### config.mk
export PLATFORM = sky130hd
export DESIGN_NAME = evp_core
export DESIGN_NICKNAME = d
export VERILOG_FILES = /design/src/evp_pkg.sv /design/src/evp_arbiter.sv /design/src/evp_core.sv /design/src/evp_sync3.sv
export VERILOG_INCLUDE_DIRS = /design/src
export SDC_FILE = /design/constraint.sdc
export NUM_CORES = 1
export LEC_CHECK = 0
export BUFFER_PORTS_ARGS = -buffer_cell sky130_fd_sc_hd__buf_2
export CAP_MARGIN = 20
export CORE_MARGIN = 3
export CORE_UTILIZATION = 45
export DETAILED_ROUTE_END_ITERATION = 6
export GPL_TIMING_DRIVEN = 0
export PLACE_DENSITY_LB_ADDON = 0.12
export SETUP_SLACK_MARGIN = 0.3
export SYNTH_ARGS = -nofsm -noshare
export SYNTH_HDL_FRONTEND = slang
export SYNTH_SLANG_ARGS = --single-unit
### constraint.sdc
create_clock -name clock_i -period 125.3 [get_ports clock_i]
set_input_delay 18.795 -clock clock_i [delete_from_list [all_inputs] [get_ports clock_i]]
set_output_delay 18.795 -clock clock_i [all_outputs]
set_load 0.005 [all_outputs]
### src/evp_regs.svh
// Constants of the exception vector and priority block: slot layout,
// table base limits, reset values and the fixed urgency levels.
// Assumes the including file keeps one copy only through the guard.
`ifndef EVP_REGS_SVH
`define EVP_REGS_SVH

// ==========================================================
// Vector table layout
`define EVP_NUM_SYS        16
`define EVP_IRQ_LINES      44
`define EVP_SLOT_SHIFT     2
`define EVP_VEC_RESET      1
`define EVP_VEC_NMI        2
`define EVP_VEC_HARD       3
// Vectors that exist: system set 1-6, 11, 12, 14, 15 plus used lines
`define EVP_IMPL_MASK      64'h0400_F7FC_00BF_D87E
// Same set less reset, NMI and hard fault
`define EVP_CFG_MASK       64'h0400_F7FC_00BF_D870
`define EVP_PEND_RST       64'h0000_0000_0000_0002

// ==========================================================
// Table base relocation
`define EVP_BASE_RST       32'h0000_0000
`define EVP_BASE_MIN       32'h0000_0100
`define EVP_BASE_MAX       32'h3FFF_FF00
`define EVP_BASE_LOW_BITS  8

// ==========================================================
// Urgency: smaller is more urgent, configurable shifted past fixed
`define EVP_PRIO_RST       3'h0
`define EVP_EFF_RESET      4'h0
`define EVP_EFF_NMI        4'h1
`define EVP_EFF_HARD       4'h2
`define EVP_EFF_OFFS       4'h3
`define EVP_EFF_IDLE       4'hF

`endif

### src/evp_pkg.sv
// Types shared by the exception vector and priority block.
// Assumes nothing of its surroundings.
package evp_pkg;

	// ======================================================
	// Field types
	typedef logic [5:0]  evp_vec_t;
	typedef logic [2:0]  evp_prio_t;
	typedef logic [3:0]  evp_eff_t;
	typedef logic [31:0] evp_addr_t;

	// ======================================================
	// Offer sequencer towards the core
	typedef enum logic [1:0] {
		EVP_IDLE,
		EVP_OFFER,
		EVP_SETTLE
	} evp_offer_e;

endpackage

### src/evp_arbiter.sv
// Combinational picker: most urgent requester, lowest number on ties.
// Assumes eff_i packs four bits per entry, entry 0 lowest.
`timescale 1ns/1ps
`include "evp_regs.svh"
module evp_arbiter
	import evp_pkg::*;
#(
	parameter int N = 60
)
(
	input  wire logic [N-1:0]   req_i,
	input  wire logic [4*N-1:0] eff_i,
	output logic                any_o,
	output evp_vec_t            num_o,
	output evp_eff_t            eff_o
);

	// Vector numbers are six bits wide
	if (N < 1 || N > 64)
		$error("evp_arbiter: N out of range");

	// ======================================================
	// Scan from the top with <= so the lowest number wins a tie
	always_comb
	begin
		any_o = 1'b0;
		num_o = '0;
		eff_o = `EVP_EFF_IDLE;
		for (int i = N - 1; i >= 0; i--)
		begin
			if (req_i[i] && eff_i[4*i +: 4] <= eff_o)
			begin
				any_o = 1'b1;
				num_o = evp_vec_t'(i);
				eff_o = eff_i[4*i +: 4];
			end
		end
	end

endmodule

### src/evp_core.sv
// Exception vector lookup, table base and priority resolution.
// Assumes irq_i and sys_req_i come from logic on clock_i, nmi_pin_i
// from a pin, and that the core pulses take_ack_i and ret_i.
`timescale 1ns/1ps
`include "evp_regs.svh"
module evp_core
	import evp_pkg::*;
#(
	parameter int          IRQ_LINES = `EVP_IRQ_LINES,
	parameter logic [63:0] IMPL_MASK = `EVP_IMPL_MASK
)
(
	input  wire logic                 clock_i,
	input  wire logic                 rst_n_i,
	input  wire logic [IRQ_LINES-1:0] irq_i,
	input  wire logic [15:0]          sys_req_i,
	input  wire logic                 nmi_pin_i,
	input  wire logic                 prio_wr_i,
	input  wire evp_vec_t             prio_wr_num_i,
	input  wire evp_prio_t            prio_wr_val_i,
	input  wire logic                 base_wr_i,
	input  wire logic                 base_priv_i,
	input  wire evp_addr_t            base_wr_data_i,
	input  wire logic                 take_ack_i,
	input  wire logic                 ret_i,
	input  wire evp_vec_t             ret_num_i,
	output logic                      take_req_o,
	output evp_vec_t                  take_num_o,
	output evp_addr_t                 fetch_addr_o,
	output logic                      preempt_o,
	output evp_addr_t                 sp_addr_o,
	output logic                      base_refused_o,
	output logic                      active_any_o
);

	localparam int N = IRQ_LINES + `EVP_NUM_SYS;

	// Full-width copies so each use slices only the vectors it has
	localparam logic [63:0] CFG_ALL  = `EVP_CFG_MASK;
	localparam logic [63:0] PEND_ALL = `EVP_PEND_RST;

	// Six-bit vector numbers cap the line count
	if (IRQ_LINES < 1 || N > 64)
		$error("evp_core: IRQ_LINES out of range");

	// ======================================================
	// Declarations
	logic [N-1:0]   pend_reg;
	logic [N-1:0]   act_reg;
	logic [N-1:0]   pend_next;
	logic [N-1:0]   act_next;
	logic [N-1:0]   set_vec;
	logic [N-1:0]   src_vec;
	logic [N-1:0]   impl_vec;
	logic [N-1:0]   cfg_vec;
	logic [4*N-1:0] eff_all;
	evp_prio_t      prio_reg [N];
	evp_addr_t      base_reg;
	evp_addr_t      base_next;
	evp_offer_e     state_reg;
	evp_offer_e     state_next;
	evp_vec_t       num_reg;
	evp_addr_t      addr_reg;
	logic           preempt_reg;
	logic           refused_reg;
	logic           nmi_level;
	logic           nmi_prev_reg;
	logic           nmi_rise;
	logic           pend_any;
	evp_vec_t       win_num;
	evp_eff_t       win_eff;
	logic           act_any;
	evp_eff_t       act_eff;
	evp_eff_t       run_eff;
	logic           want;
	logic           ack_fire;
	logic           base_in_range;
	logic           base_ok;

	// ======================================================
	// NMI pin path and request sources
	evp_sync3 u_nmi_sync (
		.clock_i (clock_i),
		.rst_n_i (rst_n_i),
		.pin_i   (nmi_pin_i),
		.level_o (nmi_level)
	);

	// Reset vector is only ever pended by reset itself
	assign nmi_rise = nmi_level & ~nmi_prev_reg;
	assign src_vec  = {irq_i, sys_req_i[15:3], nmi_rise, 2'b00};
	assign impl_vec = IMPL_MASK[N-1:0];
	assign cfg_vec  = CFG_ALL[N-1:0];
	assign set_vec  = src_vec & impl_vec;
	assign ack_fire = take_ack_i & take_req_o;

	always_ff @(posedge clock_i or negedge rst_n_i)
	begin
		if (!rst_n_i)
			nmi_prev_reg <= 1'b0;
		else
			nmi_prev_reg <= nmi_level;
	end

	// ======================================================
	// Per-vector state: pending, active, priority, urgency
	for (genvar i = 0; i < N; i++)
	begin : g_vec
		logic clr_pend;
		logic set_act;
		logic clr_act;
		logic wr_hit;

		assign clr_pend = ack_fire && take_num_o == evp_vec_t'(i);
		assign set_act  = clr_pend && i != `EVP_VEC_RESET;
		assign clr_act  = ret_i && ret_num_i == evp_vec_t'(i);
		assign wr_hit   = prio_wr_i && prio_wr_num_i == evp_vec_t'(i)
			&& cfg_vec[i];

		// New arrival wins over the clear of a take
		assign pend_next[i] = set_vec[i] | (pend_reg[i] & ~clr_pend);
		assign act_next[i]  = set_act | (act_reg[i] & ~clr_act);

		// Fixed levels sit below every configurable one
		if (i == `EVP_VEC_RESET)
		begin : g_rst
			assign eff_all[4*i +: 4] = `EVP_EFF_RESET;
		end
		else if (i == `EVP_VEC_NMI)
		begin : g_nmi
			assign eff_all[4*i +: 4] = `EVP_EFF_NMI;
		end
		else if (i == `EVP_VEC_HARD)
		begin : g_hard
			assign eff_all[4*i +: 4] = `EVP_EFF_HARD;
		end
		else
		begin : g_cfg
			assign eff_all[4*i +: 4] = {1'b0, prio_reg[i]}
				+ `EVP_EFF_OFFS;
		end

		always_ff @(posedge clock_i or negedge rst_n_i)
		begin
			if (!rst_n_i)
			begin
				pend_reg[i] <= PEND_ALL[i];
				act_reg[i]  <= 1'b0;
				prio_reg[i] <= `EVP_PRIO_RST;
			end
			else
			begin
				pend_reg[i] <= pend_next[i];
				act_reg[i]  <= act_next[i];
				if (wr_hit)
					prio_reg[i] <= prio_wr_val_i;
			end
		end
	end

	// ======================================================
	// Pending winner and running level
	evp_arbiter #(.N(N)) u_pend_arb (
		.req_i (pend_reg),
		.eff_i (eff_all),
		.any_o (pend_any),
		.num_o (win_num),
		.eff_o (win_eff)
	);

	// Most urgent active handler is the one running
	evp_arbiter #(.N(N)) u_act_arb (
		.req_i (act_reg),
		.eff_i (eff_all),
		.any_o (act_any),
		.num_o (),
		.eff_o (act_eff)
	);

	// Strict compare: an equal level waits pending
	assign run_eff = act_any ? act_eff : `EVP_EFF_IDLE;
	assign want    = pend_any && win_eff < run_eff;

	// ======================================================
	// Offer sequencer; SETTLE lets the take reach the state bits
	always_comb
	begin
		state_next = state_reg;
		case (state_reg)
			EVP_IDLE:
				if (want)
					state_next = EVP_OFFER;
			EVP_OFFER:
				if (ack_fire)
					state_next = EVP_SETTLE;
				else if (!want)
					state_next = EVP_IDLE;
			EVP_SETTLE:
				state_next = EVP_IDLE;
			default:
				state_next = EVP_IDLE;
		endcase
	end

	always_ff @(posedge clock_i or negedge rst_n_i)
	begin
		if (!rst_n_i)
		begin
			state_reg   <= EVP_IDLE;
			num_reg     <= '0;
			addr_reg    <= `EVP_BASE_RST;
			preempt_reg <= 1'b0;
		end
		else
		begin
			state_reg   <= state_next;
			preempt_reg <= want & act_any;
			if (want)
			begin
				num_reg  <= win_num;
				addr_reg <= base_reg
					+ ({26'h0, win_num} << `EVP_SLOT_SHIFT);
			end
		end
	end

	// ======================================================
	// Table base relocation; low byte dropped, not checked
	assign base_next     = {base_wr_data_i[31:`EVP_BASE_LOW_BITS],
		8'h00};
	assign base_in_range = base_next >= `EVP_BASE_MIN
		&& base_next <= `EVP_BASE_MAX;
	assign base_ok       = base_wr_i & base_priv_i & base_in_range;

	always_ff @(posedge clock_i or negedge rst_n_i)
	begin
		if (!rst_n_i)
		begin
			base_reg    <= `EVP_BASE_RST;
			refused_reg <= 1'b0;
		end
		else
		begin
			refused_reg <= base_wr_i & ~base_ok;
			if (base_ok)
				base_reg <= base_next;
		end
	end

	// ======================================================
	// Outputs
	assign take_req_o     = state_reg == EVP_OFFER;
	assign take_num_o     = num_reg;
	assign fetch_addr_o   = addr_reg;
	assign preempt_o      = preempt_reg;
	assign sp_addr_o      = base_reg;
	assign base_refused_o = refused_reg;
	assign active_any_o   = act_any;

	// ======================================================
	// Checks
	logic base_wr_seen_reg;
	logic prio_wr_seen_reg;
	logic tie_ok;

	always_ff @(posedge clock_i or negedge rst_n_i)
	begin
		if (!rst_n_i)
		begin
			base_wr_seen_reg <= 1'b0;
			prio_wr_seen_reg <= 1'b0;
		end
		else
		begin
			base_wr_seen_reg <= base_wr_seen_reg | base_ok;
			prio_wr_seen_reg <= prio_wr_seen_reg | prio_wr_i;
		end
	end

	// No lower-numbered pending vector is as urgent as the winner
	always_comb
	begin
		tie_ok = 1'b1;
		for (int j = 0; j < N; j++)
			if (pend_reg[j] && evp_vec_t'(j) < win_num
				&& eff_all[4*j +: 4] <= win_eff)
				tie_ok = 1'b0;
	end
endmodule

### src/evp_sync3.sv
// Three-stage pin synchroniser with agreement filter.
// Assumes pin_i is asynchronous to clock_i.
`timescale 1ns/1ps
module evp_sync3
	import evp_pkg::*;
(
	input  wire logic clock_i,
	input  wire logic rst_n_i,
	input  wire logic pin_i,
	output logic      level_o
);

	logic s1_reg;
	logic s2_reg;
	logic s3_reg;

	// ======================================================
	// Chain; the output moves only when stages two and three agree
	always_ff @(posedge clock_i or negedge rst_n_i)
	begin
		if (!rst_n_i)
		begin
			s1_reg  <= 1'b0;
			s2_reg  <= 1'b0;
			s3_reg  <= 1'b0;
			level_o <= 1'b0;
		end
		else
		begin
			s1_reg <= pin_i;
			s2_reg <= s1_reg;
			s3_reg <= s2_reg;
			if (s2_reg == s3_reg)
				level_o <= s3_reg;
		end
	end

endmodule
==> After elaboration in Yosys (flattened, before gate mapping) <==
Cells that the tools add are included.
{ "op_classes": {"n_addsub": 29, "n_reduce_logical": 272, "mux": 305, "magnitude_cmp": 121, "n_eq_ne": 150, "bitwise_logic": 337} }
{ "ops": {"columns": ["operator", "count"], "rows": [
  ["4-bit two-way mux", 121],
  ["6-bit equality test (second input constant)", 70],
  ["6-bit two-way mux", 60],
  ["1-bit logical AND", 268],
  ["6-bit by 5-bit equality test with 1-bit output (second input constant)", 39],
  ["2-bit by 4-bit <= comparator with 1-bit output (first input constant)", 58],
  ["4-bit <= comparator", 56],
  ["1-bit AND", 126],
  ["1-bit NOT", 122],
  ["6-bit by 4-bit equality test with 1-bit output (second input constant)", 20],
  ["1-bit two-way mux", 120],
  ["3-bit by 2-bit adder with 4-bit output (second input constant)", 28],
  ["1-bit OR", 89],
  ["6-bit by 3-bit equality test with 1-bit output (second input constant)", 11],
  ["32-bit by 8-bit adder with 32-bit output", 1],
  ["32-bit by 9-bit >= comparator with 1-bit output (second input constant)", 1],
  ["32-bit by 30-bit <= comparator with 1-bit output (second input constant)", 1],
  ["6-bit by 2-bit equality test with 1-bit output (second input constant)", 4],
  ["1-bit by 4-bit <= comparator with 1-bit output (first input constant)", 4],
  ["6-bit by 1-bit equality test with 1-bit output (second input constant)", 2],
  ["6-bit logical NOT", 2],
  ["2-bit two-way mux", 3],
  ["4-bit less-than comparator", 1],
  ["2-bit case mux with 2 select lines", 1],
  ["other kinds (6)", 6]
]} }
{ "word_totals": {"register_bits": 275, "wordCells": 1373} }

==> Logic depth before layout (Yosys ltp) <==
{ "logic_depth": {"ltp_word": 184, "ltp_mapped": 286, "depth_no_buf": 273} }

==> By module <==
Synthesis repeated with hierarchy kept, for this count alone.
{ "unflattened": {"cells_unflattened": 5239, "area_unflattened_um2": 39644.3} }
{ "by_module_without_submodules": {"columns": ["module", "area_each_um2", "instances", "cells_each", "seq_area_each_um2"], "rows": [
  ["evp_arbiter (u_pend_arb)", 13487.9, 1, 2043, 0.0],
  ["evp_arbiter (u_act_arb)", 13415.4, 1, 2002, 0.0],
  ["evp_core", 12629.6, 1, 1189, 6582.6],
  ["evp_sync3", 111.4, 1, 5, 100.1]
]} }

==> Worst setup path after synthesis <==
No wires, ideal clock.
{ "synth_path": {"path_kind": "register to output", "start": "register prio_reg[3] in the netlist's numbering", "end": "output active_any_o", "t_required_ns": 106.505, "path_stages_with_launch": 237, "path_slack_ns": 64.003, "t_arrival_ns": 42.502, "cell_sequence": "dfrtp_1 inv_1 ha_1 xor2_1 inv_1 ha_1 and3_1 o21ai_1 a211oi_1 ha_1 nor2b_1 o211ai_1 a2bb2oi_2 mux2i_1 inv_1 ha_1 and4_1 o21a_1 [... 201 more ...] o21ai_1 mux2_2 ha_1 nor2b_1 o21ai_0 nand2b_1 a21oi_1 o21ai_1 nand3_1 nor4_1 nand3_1 nor3_1 nand3_1 a211o_1 nor3b_1 o2111a_1 nor3b_1 nand2_1"} }
{ "synth_between": {"elab_chain_cells": 178} }
{ "synth_rtl": {"columns": ["element", "line_no", "rtl"], "rows": [
  ["start: declaration", "evp_core.sv:57", "evp_prio_t prio_reg [N];"],
  ["start signal: indexed assignment", "evp_core.sv:149", "prio_reg[i] <= `EVP_PRIO_RST;"],
  ["start signal: indexed assignment", "evp_core.sv:156", "prio_reg[i] <= prio_wr_val_i;"],
  ["3-bit by 2-bit adder with 4-bit output (no source line) *", null, null],
  ["4-bit <= comparator", "evp_arbiter.sv:31", "if (req_i[i] && eff_i[4*i +: 4] <= eff_o)"],
  ["1-bit logical AND", "evp_arbiter.sv:31", null],
  ["4-bit two-way mux", "evp_arbiter.sv:31", null],
  ["2-bit by 4-bit <= comparator with 1-bit output", "evp_arbiter.sv:31", null],
  ["1-bit logical AND", "evp_arbiter.sv:31", null],
  ["4-bit two-way mux", "evp_arbiter.sv:31", null],
  ["2-bit by 4-bit <= comparator with 1-bit output", "evp_arbiter.sv:31", null],
  ["[... 162 more ...]", null, null],
  ["1-bit logical AND", "evp_arbiter.sv:31", null],
  ["4-bit two-way mux", "evp_arbiter.sv:31", null],
  ["1-bit by 4-bit <= comparator with 1-bit output", "evp_arbiter.sv:31", null],
  ["1-bit logical AND", "evp_arbiter.sv:31", null],
  ["4-bit two-way mux", "evp_arbiter.sv:31", null],
  ["2-bit by 4-bit <= comparator with 1-bit output", "evp_arbiter.sv:31", null],
  ["1-bit logical AND", "evp_arbiter.sv:31", null],
  ["1-bit two-way mux *", "evp_arbiter.sv:31", null],
  ["end: declaration", "evp_core.sv:33", "output logic active_any_o"]
]} }
Mark *: on every way between the ends. The rest lies on a longest branch, timed or not.

==> Final worst setup path <==
Same ends and word-level chain as after synthesis.

==> metrics <==
outcome=finished, final reports clean; Crit Path Category=flop to output port; fin area=about 25,000 um^2; fmax=0.01404 GHz; post-synthesis sequential area ratio=0.2935; row count=81; drt wl/cell=21.02 um; Routed Antenna Nets=0; RSZ-0062 raised after global routing=no; router iterations before antenna repair=6; Routed Wire Length=73,860 um; final setup violation count=0; Root Driver=clkbuf_16; Worst setup SP type=flop; CP Capture Type=output port; Worst-path clk slew=about 60 ps; Slew HR=0.2397; Chip Height=230.9 um; DR vias/cell=6.041; clk_lat worst skew=580 ps; post-route minimum period=between 70,000 and 80,000 ps; Register Area=around 6700 um^2; number of global-route vias before repair=around 21,000; htree depth=1; initial drt markers=around 1,500; GRT Util Overall=0.2730; most frequent cells in the layout=o21ai_0 (307), dfrtp_1 (266), nand2_1 (241); placed cell area=24,370 um^2; Syn Std Cell Area=22,770 um^2; Slew Viols, Final=0; cts hold-fix bufs=0; initial core utilization=0.4603; final hold violations=0; via count=between 20,000 and 25,000; post-route insts no fill=3,514; crit path max fanout=11; Post-Place Setup Slack=55,360 ps; initial antenna violation count=11; Avg Cell Area, Syn=8.607 um^2; core area=49,460 um^2; Final period util=0.5684; FILL cells=roughly 4,800; Largest register FFs=between 80 and 90; worst-margin pin slew=1132 ps; number of enable flip-flop cells after synthesis=0; CP required=~110,000 ps; Max Root-Sink Buffers=3; Die X=~230 um; placer congestion estimate=between 0.9 and 1; CTS tree=built; CTS sink count=between 200 and 300; largest net degree at the start of global routing=between 100 and 150; Final WS setup=between 50,000 and 60,000 ps; Area growth syn-to-layout=11.35%; share of layout cells above drive strength 1=0.1439; CP max stage cell=nor4_1; min-delay worst type=flop to flop; post-synthesis async set-or-reset flop share=1.000; wire length of the first global-routing pass=116,300 um; Die Area=53,330 um^2; PostCTS Resize Cnt=0; Yosys warnings=0; Cells after Synth=2,645; PortBufs=134; Netlist cell types=117; clk_skew=14.83 ps; cell mode on critical path=ha_1; TritonCTS buffer count=29; Critical Path Max Stage Delay=roughly 800 ps; total grt overflow=0; Final #Nets=3,169; Multi-input gate area=15,020 um^2; synthesized flop and latch total=~270; placed insts=3,455; max_cap viols=0; # IOs=189; Final TNS setup=0 ps; Final HPWL DP=58,680 um; Primary FF master, synth=dfrtp_1; post-CTS setup buffers=0; DRC errors left=0; Arr. time, crit path=52,420 ps; most common cell after layout, fill and taps aside=o21ai_0
[cells in the mapped netlist, drive strengths merged, types with 10 or more instances]
cell,n,area (um^2)
and3,13,81.33
nand3,63,315.3
nand4,21,131.4
mux2,133,1580
nand2,241,904.6
inv,185,694.4
dfrtp,266,6656
nor2b,59,369.1
and2,37,231.5
o311ai,10,87.59
nand2b,94,588.1
o211ai,13,97.59
clkbuf,53,198.9
a31oi,19,137.6
o21ai,329,1650
nor2,194,730.7
xor2,13,121.4
nor4,24,156.4
o21a,71,533.0
o31ai,22,188.9
ha,232,2903
a311oi,14,128.9
and4,23,201.4
a211oi,18,147.6
nor3,33,180.2
o31a,14,122.6
a21oi,113,580.6
o22ai,14,93.84
a41o,18,180.2
mux2i,24,252.7
a21o,33,247.7
a211o,11,96.34
xnor2,26,227.7
buf,25,200.2
or2,22,137.6
[cell type report]
cell class              instances  area share
multi-input cells            2124      0.5927
flip-flops and latches        267      0.2636
well taps                     664     0.03277
clock buffers                  38     0.03193
repair buffers                137     0.02917
inverters                     185     0.02739
plain buffers                  78     0.01574
clock inverters                14    0.006021
diodes                          7   0.0006910
[path summary, 6_finish.rpt]
kind	from	slack [ps]	cells after the start	end
max	prio_reg[3]	54080	241	active_any_o
min reg2reg	u_nmi_sync.s1_reg	380	0	u_nmi_sync.s2_reg
min	u_nmi_sync.s1_reg	380	0	u_nmi_sync.s2_reg
min in group asynchronous	rst_n_i	18170	1	prio_reg[163]
max reg2reg	prio_reg[3]	73340	241	preempt_o
max in group asynchronous	rst_n_i	106220	2	prio_reg[56]
[logic make-up after synthesis]
logic type                 after synthesis  synth area share
muxes                                  157           0.08051
DFF                                    267            0.2935
xor gates and xnor gates                39           0.01533
and+or+nand+nor                        864            0.1922
other                                    1         0.0001647
adders and majority gates              237            0.1297
buffers and inverters                  263           0.04803
AOI/OAI and AO/OA                      817            0.2405
[worst max-delay path: cells and delay by family (launching register included)]
family	cells	cell delay, ps
AO/OA/AOI/OAI	97	20590
XOR/XNOR	1	250
adder cells (fa/ha/maj)	31	8600
buffers and inverters	20	4140
flip-flops	1	510
multiplexers	11	4140
AND/OR/NAND/NOR	81	13530
[metrics by stage]
step           hold slack (ps)    util
3_3_place_gp             349.3  0.4914
5_1_grt                  391.7  0.5124
2_1_floorplan            331.2       -
3_5_place_dp             362.9  0.4928
4_1_cts                  386.1  0.5122
6_report                 381.0  0.5126
[routing by layer]
| metal | GRT usage | vias to the layer above | wire [um] |
|---|---|---|---|
| met2 | 0.4416 | 742 | 33040 |
| met4 | 0.09781 | 6 | 3003 |
| met5 | 0 | - | 27 |
| met1 | 0.3703 | 10280 | 32330 |
| li1 | - | 10040 | - |
| met3 | 0.04381 | 160 | 5457 |
Power is not shown: default switching activity piles up to over one toggle a cycle in this logic, so the estimate is an artifact.
